--- config.mk ---
export PLATFORM = sky130hd
export DESIGN_NAME = sac_conv_ctrl
export DESIGN_NICKNAME = d
export VERILOG_FILES = /design/src/core/sac_pkg.sv /design/src/core/sac_conv_ctrl.sv
export SDC_FILE = /design/constraint.sdc
export NUM_CORES = 1
export LEC_CHECK = 0
export ABC_CLOCK_PERIOD_IN_PS = 5800
export BUFFER_PORTS_ARGS = -buffer_cell sky130_fd_sc_hd__buf_2
export CORE_ASPECT_RATIO = 1.25
export CORE_MARGIN = 2
export CORE_UTILIZATION = 49
export DETAILED_ROUTE_END_ITERATION = 10
export PLACE_DENSITY_LB_ADDON = 0.08
export SYNTH_ARGS = -nofsm -noshare
export SYNTH_HDL_FRONTEND = slang
export SYNTH_SLANG_ARGS = --single-unit
--- constraint.sdc ---
create_clock -name ref_clk -period 5.8 [get_ports ref_clk]
set_input_delay 0 -clock ref_clk [delete_from_list [all_inputs] [get_ports ref_clk]]
set_output_delay 0 -clock ref_clk [all_outputs]
set_load 0.01 [all_outputs]
--- src/core/sac_pkg.sv ---
// Constants, types and functional notes for the simultaneous ADC conversion control
// Functional notes
// - Reference select high enables internal reference
// - Reference buffer stays enabled except in shutdown
// - After reset, reference mode follows select pin
// - Standby request low powers down; range picks kind
// - Standby keeps reference, regulators; about 100 us wake
// - Shutdown powers everything down; about 13 ms wake
// - Common start rising edge samples all channels
// - Busy rises at start, falls after all channels
// - Busy fall returns all track-and-holds to tracking
// - Results valid for reading when busy falls
// - Start A holds channels 1-4, B holds 5-8
// - Conversion starts at later of both edges
// - All channels converted; same read sequence always
// - Primary and byte selects choose interface mode
// - Oversample code doubles ratio; 111 is invalid
package sac_pkg;

  // ****************************************************************
  // Timing
  // ****************************************************************
  localparam int CLK_PERIOD_NS       = 50;
  localparam int STANDBY_WAKE_US     = 100;
  localparam int SHUTDOWN_WAKE_MS    = 13;
  localparam int STANDBY_WAKE_CYCLES = (STANDBY_WAKE_US * 1000) / CLK_PERIOD_NS;
  localparam int SHUTDOWN_WAKE_CYCLES = (SHUTDOWN_WAKE_MS * 1000000) / CLK_PERIOD_NS;
  localparam int CONV_SLOT_NS        = 500;
  localparam int CONV_SLOT_CYCLES    = (CONV_SLOT_NS + CLK_PERIOD_NS - 1) / CLK_PERIOD_NS;
  localparam int WAKE_CNT_W          = 19;
  localparam int CHANNELS            = 8;
  localparam int ACC_W               = 22;

  // ****************************************************************
  // Register map
  // ****************************************************************
  localparam logic [3:0] CTRL_ADDR       = 4'h0;
  localparam logic [3:0] STATUS_ADDR     = 4'h1;
  localparam logic [3:0] COUNT_ADDR      = 4'h2;
  localparam logic [3:0] RESULT_BASE     = 4'h8;
  localparam int         CTRL_ENABLE_BIT = 0;
  localparam int         CTRL_CLEAR_BIT  = 1;
  localparam logic       CTRL_ENABLE_RST = 1'b1;

  // ****************************************************************
  // Encodings
  // ****************************************************************
  localparam logic [1:0] IF_PARALLEL = 2'h0;
  localparam logic [1:0] IF_SERIAL   = 2'h1;
  localparam logic [1:0] IF_BYTE     = 2'h2;
  localparam logic [1:0] IF_INVALID  = 2'h3;
  localparam logic [2:0] OS_INVALID  = 3'h7;

  typedef enum logic [1:0] {
    PWR_ACTIVE   = 2'b00,
    PWR_STANDBY  = 2'b01,
    PWR_WAKE     = 2'b11,
    PWR_SHUTDOWN = 2'b10
  } sac_pwr_type;

  typedef enum logic [1:0] {
    CV_IDLE = 2'b00,
    CV_HOLD = 2'b01,
    CV_CONV = 2'b11
  } sac_conv_type;

  typedef struct packed {
    logic       reference_select;
    logic       standby_request_n;
    logic       range_select;
    logic [2:0] oversample_ratio_code;
    logic       interface_select_primary;
    logic       byte_mode_select;
  } sac_pins_type;

  // Idle pin levels after reset: standby request released, internal reference off
  localparam sac_pins_type PINS_RST = 8'h40;

  // Effective oversampling code; the invalid code falls back to no oversampling
  function automatic logic [2:0] sac_os_eff(input logic [2:0] code);
    sac_os_eff = (code == OS_INVALID) ? 3'h0 : code;
  endfunction : sac_os_eff

endpackage : sac_pkg

--- src/core/sac_conv_ctrl.sv ---
// Conversion control, power-down and pin mode logic of the eight channel ADC
`timescale 1ns/1ps
module sac_conv_ctrl
  import sac_pkg::*;
#(
  parameter int SHUTDOWN_WAKE = SHUTDOWN_WAKE_CYCLES
)
(
  input  wire logic                ref_clk,
  input  wire logic                nrst,
  input  wire logic                sample_start_set_a,
  input  wire logic                sample_start_set_b,
  input  wire sac_pins_type        pins,
  input  wire logic [15:0]         core_data,
  input  wire logic [3:0]          reg_addr,
  input  wire logic [31:0]         reg_wdata,
  input  wire logic                reg_write,
  input  wire logic                reg_read,
  output logic [31:0]              reg_rdata,
  output logic                     busy,
  output logic                     hold_set_a,
  output logic                     hold_set_b,
  output logic                     internal_ref_enable,
  output logic                     ref_buffer_enable,
  output logic                     ref_reg_power,
  output logic                     amp_core_power,
  output logic                     power_ready,
  output logic [2:0]               core_channel,
  output logic                     core_sample,
  output logic [1:0]               interface_mode,
  output logic                     oversample_invalid,
  output logic                     result_valid
);

  // ****************************************************************
  // Pin synchronisers
  // ****************************************************************
  sac_pins_type pins_meta_reg;
  sac_pins_type pins_reg;
  logic [1:0]   start_meta_reg;
  logic [1:0]   start_sync_reg;
  logic [1:0]   start_prev_reg;
  logic         rise_a;
  logic         rise_b;

  always_ff @(posedge ref_clk or negedge nrst)
    if (!nrst)
    begin
      // Idle levels, so a released reset never looks like a shutdown request
      pins_meta_reg  <= PINS_RST;
      pins_reg       <= PINS_RST;
      start_meta_reg <= 2'h0;
      start_sync_reg <= 2'h0;
      start_prev_reg <= 2'h0;
    end
    else
    begin
      pins_meta_reg  <= pins;
      pins_reg       <= pins_meta_reg;
      start_meta_reg <= {sample_start_set_b, sample_start_set_a};
      start_sync_reg <= start_meta_reg;
      start_prev_reg <= start_sync_reg;
    end

  // Tied starts rise together, giving the all-channel case for free
  assign rise_a = start_sync_reg[0] & ~start_prev_reg[0];
  assign rise_b = start_sync_reg[1] & ~start_prev_reg[1];

  // ****************************************************************
  // Power modes
  // ****************************************************************
  sac_pwr_type           pwr_reg;
  logic [WAKE_CNT_W-1:0] wake_cnt_reg;

  always_ff @(posedge ref_clk or negedge nrst)
    if (!nrst)
    begin
      pwr_reg      <= PWR_WAKE;
      wake_cnt_reg <= WAKE_CNT_W'(STANDBY_WAKE_CYCLES);
    end
    else if (!pins_reg.standby_request_n)
    begin
      pwr_reg      <= pins_reg.range_select ? PWR_STANDBY : PWR_SHUTDOWN;
      wake_cnt_reg <= pins_reg.range_select ? WAKE_CNT_W'(STANDBY_WAKE_CYCLES)
                                            : WAKE_CNT_W'(SHUTDOWN_WAKE);
    end
    else
      case (pwr_reg)
        PWR_ACTIVE:
          pwr_reg <= PWR_ACTIVE;
        PWR_STANDBY, PWR_SHUTDOWN:
          pwr_reg <= PWR_WAKE;
        PWR_WAKE:
        begin
          if (wake_cnt_reg <= WAKE_CNT_W'(1))
            pwr_reg <= PWR_ACTIVE;
          else
            wake_cnt_reg <= wake_cnt_reg - WAKE_CNT_W'(1);
        end
        default:
          pwr_reg <= PWR_WAKE;
      endcase

  // Reference follows the select pin live, so after reset the pin level rules
  always_ff @(posedge ref_clk or negedge nrst)
    if (!nrst)
    begin
      internal_ref_enable <= 1'b0;
      ref_buffer_enable   <= 1'b1;
      ref_reg_power       <= 1'b1;
      amp_core_power      <= 1'b0;
      power_ready         <= 1'b0;
    end
    else
    begin
      internal_ref_enable <= pins_reg.reference_select && pwr_reg != PWR_SHUTDOWN;
      ref_buffer_enable   <= pwr_reg != PWR_SHUTDOWN;
      ref_reg_power       <= pwr_reg != PWR_SHUTDOWN;
      amp_core_power      <= pwr_reg == PWR_ACTIVE || pwr_reg == PWR_WAKE;
      power_ready         <= pwr_reg == PWR_ACTIVE;
    end

  // ****************************************************************
  // Interface mode decode
  // ****************************************************************
  always_ff @(posedge ref_clk or negedge nrst)
    if (!nrst)
    begin
      interface_mode     <= IF_PARALLEL;
      oversample_invalid <= 1'b0;
    end
    else
    begin
      case ({pins_reg.interface_select_primary, pins_reg.byte_mode_select})
        2'b00:   interface_mode <= IF_PARALLEL;
        2'b10:   interface_mode <= IF_SERIAL;
        2'b11:   interface_mode <= IF_BYTE;
        default: interface_mode <= IF_INVALID;
      endcase
      oversample_invalid <= pins_reg.oversample_ratio_code == OS_INVALID;
    end

  // ****************************************************************
  // Control register
  // ****************************************************************
  logic        ctrl_enable_reg;
  logic [15:0] conv_count_reg;
  logic        conv_done;

  always_ff @(posedge ref_clk or negedge nrst)
    if (!nrst)
      ctrl_enable_reg <= CTRL_ENABLE_RST;
    else if (reg_write && reg_addr == CTRL_ADDR)
      ctrl_enable_reg <= reg_wdata[CTRL_ENABLE_BIT];

  // A finishing conversion wins over a clear in the same cycle
  always_ff @(posedge ref_clk or negedge nrst)
    if (!nrst)
      conv_count_reg <= 16'h0;
    else if (conv_done)
      conv_count_reg <= conv_count_reg + 16'h1;
    else if (reg_write && reg_addr == CTRL_ADDR && reg_wdata[CTRL_CLEAR_BIT])
      conv_count_reg <= 16'h0;

  // ****************************************************************
  // Conversion sequencer
  // ****************************************************************
  sac_conv_type cv_reg;
  logic [4:0]   slot_cnt_reg;
  logic [6:0]   round_cnt_reg;
  logic [2:0]   os_reg;
  logic         accept;
  logic         got_a;
  logic         got_b;
  logic         slot_end;
  logic         last_round;

  assign accept     = pwr_reg == PWR_ACTIVE && ctrl_enable_reg;
  assign got_a      = hold_set_a | rise_a;
  assign got_b      = hold_set_b | rise_b;
  assign slot_end   = slot_cnt_reg == 5'(CONV_SLOT_CYCLES - 1);
  assign last_round = round_cnt_reg == 7'((1 << os_reg) - 1);
  assign conv_done  = cv_reg == CV_CONV && slot_end && core_channel == 3'h7 && last_round && accept;

  always_ff @(posedge ref_clk or negedge nrst)
    if (!nrst)
    begin
      cv_reg        <= CV_IDLE;
      busy          <= 1'b0;
      hold_set_a    <= 1'b0;
      hold_set_b    <= 1'b0;
      slot_cnt_reg  <= 5'h0;
      round_cnt_reg <= 7'h0;
      core_channel  <= 3'h0;
      os_reg        <= 3'h0;
    end
    else if (!accept)
    begin
      // Power-down or disable aborts the cycle and releases the holds
      cv_reg     <= CV_IDLE;
      busy       <= 1'b0;
      hold_set_a <= 1'b0;
      hold_set_b <= 1'b0;
    end
    else
      case (cv_reg)
        CV_IDLE, CV_HOLD:
        begin
          hold_set_a <= got_a;
          hold_set_b <= got_b;
          if (got_a && got_b)
          begin
            cv_reg        <= CV_CONV;
            busy          <= 1'b1;
            slot_cnt_reg  <= 5'h0;
            round_cnt_reg <= 7'h0;
            core_channel  <= 3'h0;
            os_reg        <= sac_os_eff(pins_reg.oversample_ratio_code);
          end
          else if (got_a || got_b)
            cv_reg <= CV_HOLD;
        end
        CV_CONV:
        begin
          // Start edges are not looked at here, so a running cycle is safe
          if (!slot_end)
            slot_cnt_reg <= slot_cnt_reg + 5'h1;
          else
          begin
            slot_cnt_reg <= 5'h0;
            core_channel <= core_channel + 3'h1;
            if (core_channel == 3'h7)
            begin
              round_cnt_reg <= round_cnt_reg + 7'h1;
              if (last_round)
              begin
                cv_reg     <= CV_IDLE;
                busy       <= 1'b0;
                hold_set_a <= 1'b0;
                hold_set_b <= 1'b0;
              end
            end
          end
        end
        default:
          cv_reg <= CV_IDLE;
      endcase

  assign core_sample = cv_reg == CV_CONV && slot_cnt_reg == 5'h0;

  // ****************************************************************
  // Accumulation and results
  // ****************************************************************
  logic [ACC_W-1:0] acc_reg [CHANNELS];
  logic [15:0]      result_reg [CHANNELS];
  logic             starting;

  assign starting = accept && cv_reg != CV_CONV && got_a && got_b;

  for (genvar i = 0; i < CHANNELS; i++)
  begin : g_chan
    logic [ACC_W-1:0] sum;
    logic [ACC_W-1:0] avg;

    assign sum = acc_reg[i] + ((core_channel == 3'(i) && slot_end && cv_reg == CV_CONV)
                               ? {{(ACC_W-16){core_data[15]}}, core_data} : ACC_W'(0));
    assign avg = $signed(sum) >>> os_reg;

    always_ff @(posedge ref_clk or negedge nrst)
      if (!nrst)
        acc_reg[i] <= '0;
      else if (starting)
        acc_reg[i] <= '0;
      else
        acc_reg[i] <= sum;

    // Every channel is stored, used or not, so the read order never changes
    always_ff @(posedge ref_clk or negedge nrst)
      if (!nrst)
        result_reg[i] <= 16'h0;
      else if (conv_done)
        result_reg[i] <= avg[15:0];
  end

  always_ff @(posedge ref_clk or negedge nrst)
    if (!nrst)
      result_valid <= 1'b0;
    else if (conv_done)
      result_valid <= 1'b1;
    else if (starting)
      result_valid <= 1'b0;

  // ****************************************************************
  // Register read port
  // ****************************************************************
  always_ff @(posedge ref_clk or negedge nrst)
    if (!nrst)
      reg_rdata <= 32'h0;
    else if (!reg_read)
      reg_rdata <= 32'h0;
    else if (reg_addr[3])
      reg_rdata <= {16'h0, result_reg[reg_addr[2:0]]};
    else
      case (reg_addr)
        CTRL_ADDR:   reg_rdata <= {31'h0, ctrl_enable_reg};
        STATUS_ADDR: reg_rdata <= {16'h0, 1'b0, oversample_invalid, interface_mode, os_reg,
                                   internal_ref_enable, pwr_reg, power_ready, result_valid,
                                   hold_set_b, hold_set_a, busy, 1'b0};
        COUNT_ADDR:  reg_rdata <= {16'h0, conv_count_reg};
        default:     reg_rdata <= 32'h0;
      endcase

endmodule : sac_conv_ctrl

After elaboration in Yosys (flattened, before gate mapping) --
Cells that the tools add are included.
Cells by class: add/subtract/negate cells 14, multipliers 0, divide/modulo/power cells 0, order comparisons 2, eq/ne operators 33, shift-type cells 9, mux-type cells 63, bitwise operators 7, reductions and logical operators 50
Operator list (number):
- 22-bit two-way mux | 16
- 22-bit adder | 8
- 22-bit by 3-bit >>> shifter with 16-bit output | 8
- 16-bit two-way mux | 5
- 19-bit two-way mux | 3
- 16-bit binary-select mux with 3-bit select | 1
- 16-bit one-hot mux with 3 select lines | 1
- 32-bit two-way mux | 1
- 1-bit logical AND | 29
- 7-bit two-way mux | 3
- 19-bit by 1-bit less-or-equal comparator with 1-bit output, second input constant | 1
- 19-bit by 1-bit subtractor with 19-bit output, second input constant | 1
- 18-bit two-way mux | 1
- 2-bit two-way mux | 9
- 16-bit by 1-bit adder with 16-bit output, second input constant | 1
- 3-bit equality test, second input constant | 5
- 7-bit one-hot mux with 2 select lines | 1
- 3-bit inequality test, second input constant | 4
- 2-bit one-hot mux with 3 select lines | 2
- 4-bit AND reduction | 3
- 2-bit equality test, second input constant | 5
- 5-bit two-way mux | 2
- 2-bit inequality test, second input constant | 5
- 5-bit one-hot mux with 2 select lines | 1
- 36 further kinds | 62
Word-level totals: register bits after elaboration 427, latch bits 0, RAM bits 0, memory bits (read-only) 0, output and inout bits 48, logic and storage cells 229, memories kept 0

Logic depth before layout (Yosys ltp) --
word-level depth 8, mapped depth 19

Worst setup path before layout --
OpenSTA, ideal clock, no wires.
path type reg-to-reg, from reg slot_cnt_reg[1], to reg result_reg[110] in the netlist's numbering, data arrival time 4145 ps, slack 1529 ps, stages on the path, launching flop included 20, path buffers 1, cell sequence dfrtp_1 > inv_1 > ha_1 > and4bb_1 > and2_1 > and3_1 > clkbuf_1 > and2_1 > ha_1 > inv_1 > fa_1 > nand2b_1 > a21o_1 > a31oi_1 > a31oi_1 > o21a_1 > o211ai_1 > mux2i_1 > a21o_1 > o32a_1
Between the ends: cells in the longest elaborated chain, start to end 6, elaborated cells on any way between the ends 10, classes of those cells 1 x add/sub; 1 x eq/ne; 1 x shift; 1 x mux; 6 x reduce/logical
RTL lines:
- start: declaration | line sac_conv_ctrl.sv:169 | logic [4:0] slot_cnt_reg;
- start signal: assignment | line sac_conv_ctrl.sv:227 | slot_cnt_reg <= slot_cnt_reg + 5'h1;
- 5-bit by 4-bit equality test with 1-bit output (*) | line sac_conv_ctrl.sv:181 | assign slot_end = slot_cnt_reg == 5'(CONV_SLOT_CYCLES - 1);
- 1-bit logical AND (2 in a row) | line sac_conv_ctrl.sv:265 | assign sum = acc_reg[i] + ((core_channel == 3'(i) && slot_end && cv_reg == CV_CONV)
- 22-bit two-way mux | line sac_conv_ctrl.sv:266 | ? {{(ACC_W-16){core_data[15]}}, core_data} : ACC_W'(0));
- 22-bit adder | line sac_conv_ctrl.sv:265
- 22-bit by 3-bit >>> shifter with 16-bit output | line sac_conv_ctrl.sv:267 | assign avg = $signed(sum) >>> os_reg;
- end signal: indexed assignment | line sac_conv_ctrl.sv:282 | result_reg[i] <= avg[15:0];
- end: declaration | line sac_conv_ctrl.sv:255 | logic [15:0] result_reg [CHANNELS];
Every way passes the cells marked *; elsewhere a longest branch is shown, timed or not. A chain may end at the register's enable or synchronous reset.

Worst setup path in the final report --
Same ends and word-level chain as after synthesis.

==> impl_metrics.ini <==
[power_and_ir_drop]
p_comb_share_pct = 16.8
switching_power_uw = 2318
p_int_uw = 5474
power_leakage_uw = 0.01598
powerDensity_nw_per_um2 = 233.3
seqPwrFrac_pct = 39.9
clkPwrFrac_pct = 43.3
swShare_pct = 29.75
ir_drop_mv = 0.1901

[clock_network]
root_buffer = clkbuf_16
clock_latency_ps = 600
clkSinkCount = 411
htreeDepth = 2
cts_resized = 0
cts_made_buffers = 47
cts_hold_buf = 18
clk_pin_slew_worst_paths_ps = 60
clk_path_buf_depth = 3
postCtsSetupBuffers = 0
cts_tree = yes

[global_routing]
grt_max_degree = 178
grt.total_usage_pct = 31.24
grt_overflow_total = 0
grt_pass1_vias = 25980
grt_first_pass_wirelength_mm = 154.9
antenna_found_initial = 12

[placement]
numPortBuffers = 67
placed_cells = 4153
dp_hpwl_mm = 70.73
finalWeightedCongestion = 0.9580

[sta]
worstMarginPinSlew_ps = 1065
rsz0062_at_grt = false
hold_viol_final = 0
finalSetupViolations = 0
tns_ps = 0
min_period_over_period_pct = 88.15
fin_worst_skew_ps = 20.48
whs_ps = 33.14
clock.fmax_mhz = 195.6
min_period_ps = 5113
drv_slew = 0
relSlewSlack_pct = 28.72

[yosys]
postSynthCellCount = 3424
ys_types = 92
syn_area_um2 = 30590
synth_ff_type = dfrtp_1
yosysSeqAreaShare_pct = 33.67
avgSynthCellArea_um2 = 8.934
synth-seq-cells = 411
ys_warn_count = 0
synth_edf_count = 0
async_flop_share_pct = 100.0

[routing]
finalWirelength_mm = 100.4
wl_per_cell_um = 23.54
drtPass1Iterations = 6
ant_nets = 0
drt-initial-drc-count = 2140
vias = 26660
drc_errors = 0
viasPerCell = 6.254

[finish]
multi_input_area_um2 = 19190
fill_cells = 5796
regArea_um2 = 10310
layout.cells.non_filler = 4263
utilization_pct = 53.95
nets = 3649
largest_reg_flops = 176
syn_to_final_growth_pct = 9.166
drive_above_1_share_pct = 10.19

[critical_path]
worstSetupPathType = register to register
worst_ep_arrival_time_ps = 5630
critPathCaptureType = register
r2r_cells = 18
r2r-end = result_reg[110]$_DFFE_PN0P_
crit_fanout = 7
startpoint_type = register
required_ps = 6320
reg2reg_from = slot_cnt_reg[1]$_DFFE_PN0P_
reg2reg_slack_ps = 690

[hold_path]
min_to = pins_meta_reg[4]$_DFF_PN0_
min_from = pins[4]
min_path_type = input pin to register
hold_depth = 2

[outcome]
status = finished clean

[job]
drv_cap = 0

[die]
core_um2 = 61900
initial_utilization_pct = 49.42
die_area_um2 = 64450
die_width_um = 227.5
ioPinCount = 114
die_h_um = 283.3
fp-row-count = 102
[worst max-delay path by stage]
stage / startpoint / to / slack (ps) / depth (start not counted)
detailed placement: slot_cnt_reg[1]$_DFFE_PN0P_ / result_reg[94]$_DFFE_PN0P_ / 790 / 18
global route: slot_cnt_reg[1]$_DFFE_PN0P_ / result_reg[110]$_DFFE_PN0P_ / 290 / 18
floorplan: slot_cnt_reg[1]$_DFFE_PN0P_ / result_reg[110]$_DFFE_PN0P_ / 1530 / 19
global placement: slot_cnt_reg[1]$_DFFE_PN0P_ / result_reg[110]$_DFFE_PN0P_ / 900 / 18
finish: slot_cnt_reg[1]$_DFFE_PN0P_ / result_reg[110]$_DFFE_PN0P_ / 690 / 18
CTS: slot_cnt_reg[1]$_DFFE_PN0P_ / result_reg[94]$_DFFE_PN0P_ / 720 / 18
[final cells by class]
class | count | share of cell area (%)
Antenna cell | 7 | 0.05246
Clock buffer | 60 | 3.912
Clock inverter | 25 | 1.210
Inverter | 69 | 0.7981
Multi-Input combinational cell | 2741 | 57.45
Sequential cell | 411 | 30.88
Tap cell | 832 | 3.117
Timing Repair Buffer | 118 | 2.578
[stage by stage]
stage | worst slack [ps] | power [µW] | instance area, µm²
floorplan | 1529 | 3989 | 30650
global placement | 902.9 | 4428 | 31490
detailed placement | 790.1 | 4452 | 31490
CTS | 721.8 | 7849 | 33380
global route | 295.0 | 8094 | 33380
finish | 687.5 | 7792 | 33390
[Yosys cell counts, types with 52 or more instances]
| library cell | count | area share [%] |
|---|---|---|
| nor2b_1 | 116 | 2.4 |
| a21o_1 | 87 | 2.1 |
| ha_1 | 187 | 7.6 |
| mux2_2 | 55 | 2.0 |
| xor2_1 | 73 | 2.1 |
| mux4_2 | 61 | 4.5 |
| a211oi_1 | 62 | 1.5 |
| a21oi_1 | 262 | 4.3 |
| o21ai_0 | 157 | 2.6 |
| nand2_1 | 291 | 3.6 |
| xnor2_1 | 97 | 2.8 |
| inv_1 | 65 | 0.80 |
| o211ai_1 | 56 | 1.4 |
| clkbuf_1 | 151 | 1.9 |
| and2_1 | 133 | 2.7 |
| dfrtp_1 | 399 | 33 |
| nor2_1 | 367 | 4.5 |
| and3_1 | 52 | 1.1 |
| mux2i_1 | 100 | 3.3 |
[cell usage in the layout, fill, tap and decap left out, types with 56 or more instances in the layout]
cell	count
a211oi_1	62
a21o_1	87
a21oi_1	262
and2_1	133
buf_2	66
dfrtp_1	396
ha_1	187
inv_1	65
mux2i_1	100
mux4_2	61
nand2_1	291
nor2_1	367
nor2b_1	116
o211ai_1	56
o21ai_0	157
xnor2_1	97
xor2_1	73
[routing by layer]
| layer | GRT usage [%] | vias to the layer above | wire length, µm |
|---|---|---|---|
| li1 | - | 12372 | - |
| met3 | 3.723 | 234 | 5461 |
| met2 | 50.46 | 887 | 46870 |
| met4 | 16.03 | 0 | 5748 |
| met1 | 41.09 | 13167 | 42280 |
| met5 | 0 | - | 0 |
[power by group through the flow]
stage / logic, µW / registers [µW] / clock network [µW]
3_5_place_dp: 1290 / 3160 / 0
2_1_floorplan: 891 / 3100 / 0
4_1_cts: 1310 / 3110 / 3430
6_report: 1310 / 3110 / 3370
5_1_grt: 1430 / 3120 / 3540
3_3_place_gp: 1280 / 3150 / 0
[cell families after synthesis]
logic type                 Yosys count  share of synthesized area, %
adders and majority gates          195                         8.172
buffers and inverters              287                         3.869
muxes                              216                         9.788
AOI/OAI and AO/OA                  960                         20.89
DFF                                411                         33.67
and+or+nand+nor                   1184                         18.73
xor gates and xnor gates           170                         4.867
other                                1                       0.01226
[worst max-delay path: stages, from the launching register on]
cell and delay, ps:
dfrtp_1 390, inv_1 110, ha_1 160, and4bb_1 290
and2_1 320, and3_1 470, and2_1 190, ha_1 160
inv_1 60, fa_1 430, nand2b_1 190, a21o_1 180
a31oi_1 350, a31oi_1 330, o21a_1 290, xnor2_1 380
a21oi_1 160, a221oi_1 350, o32a_1 210
Power figures use the tool's default switching activity.
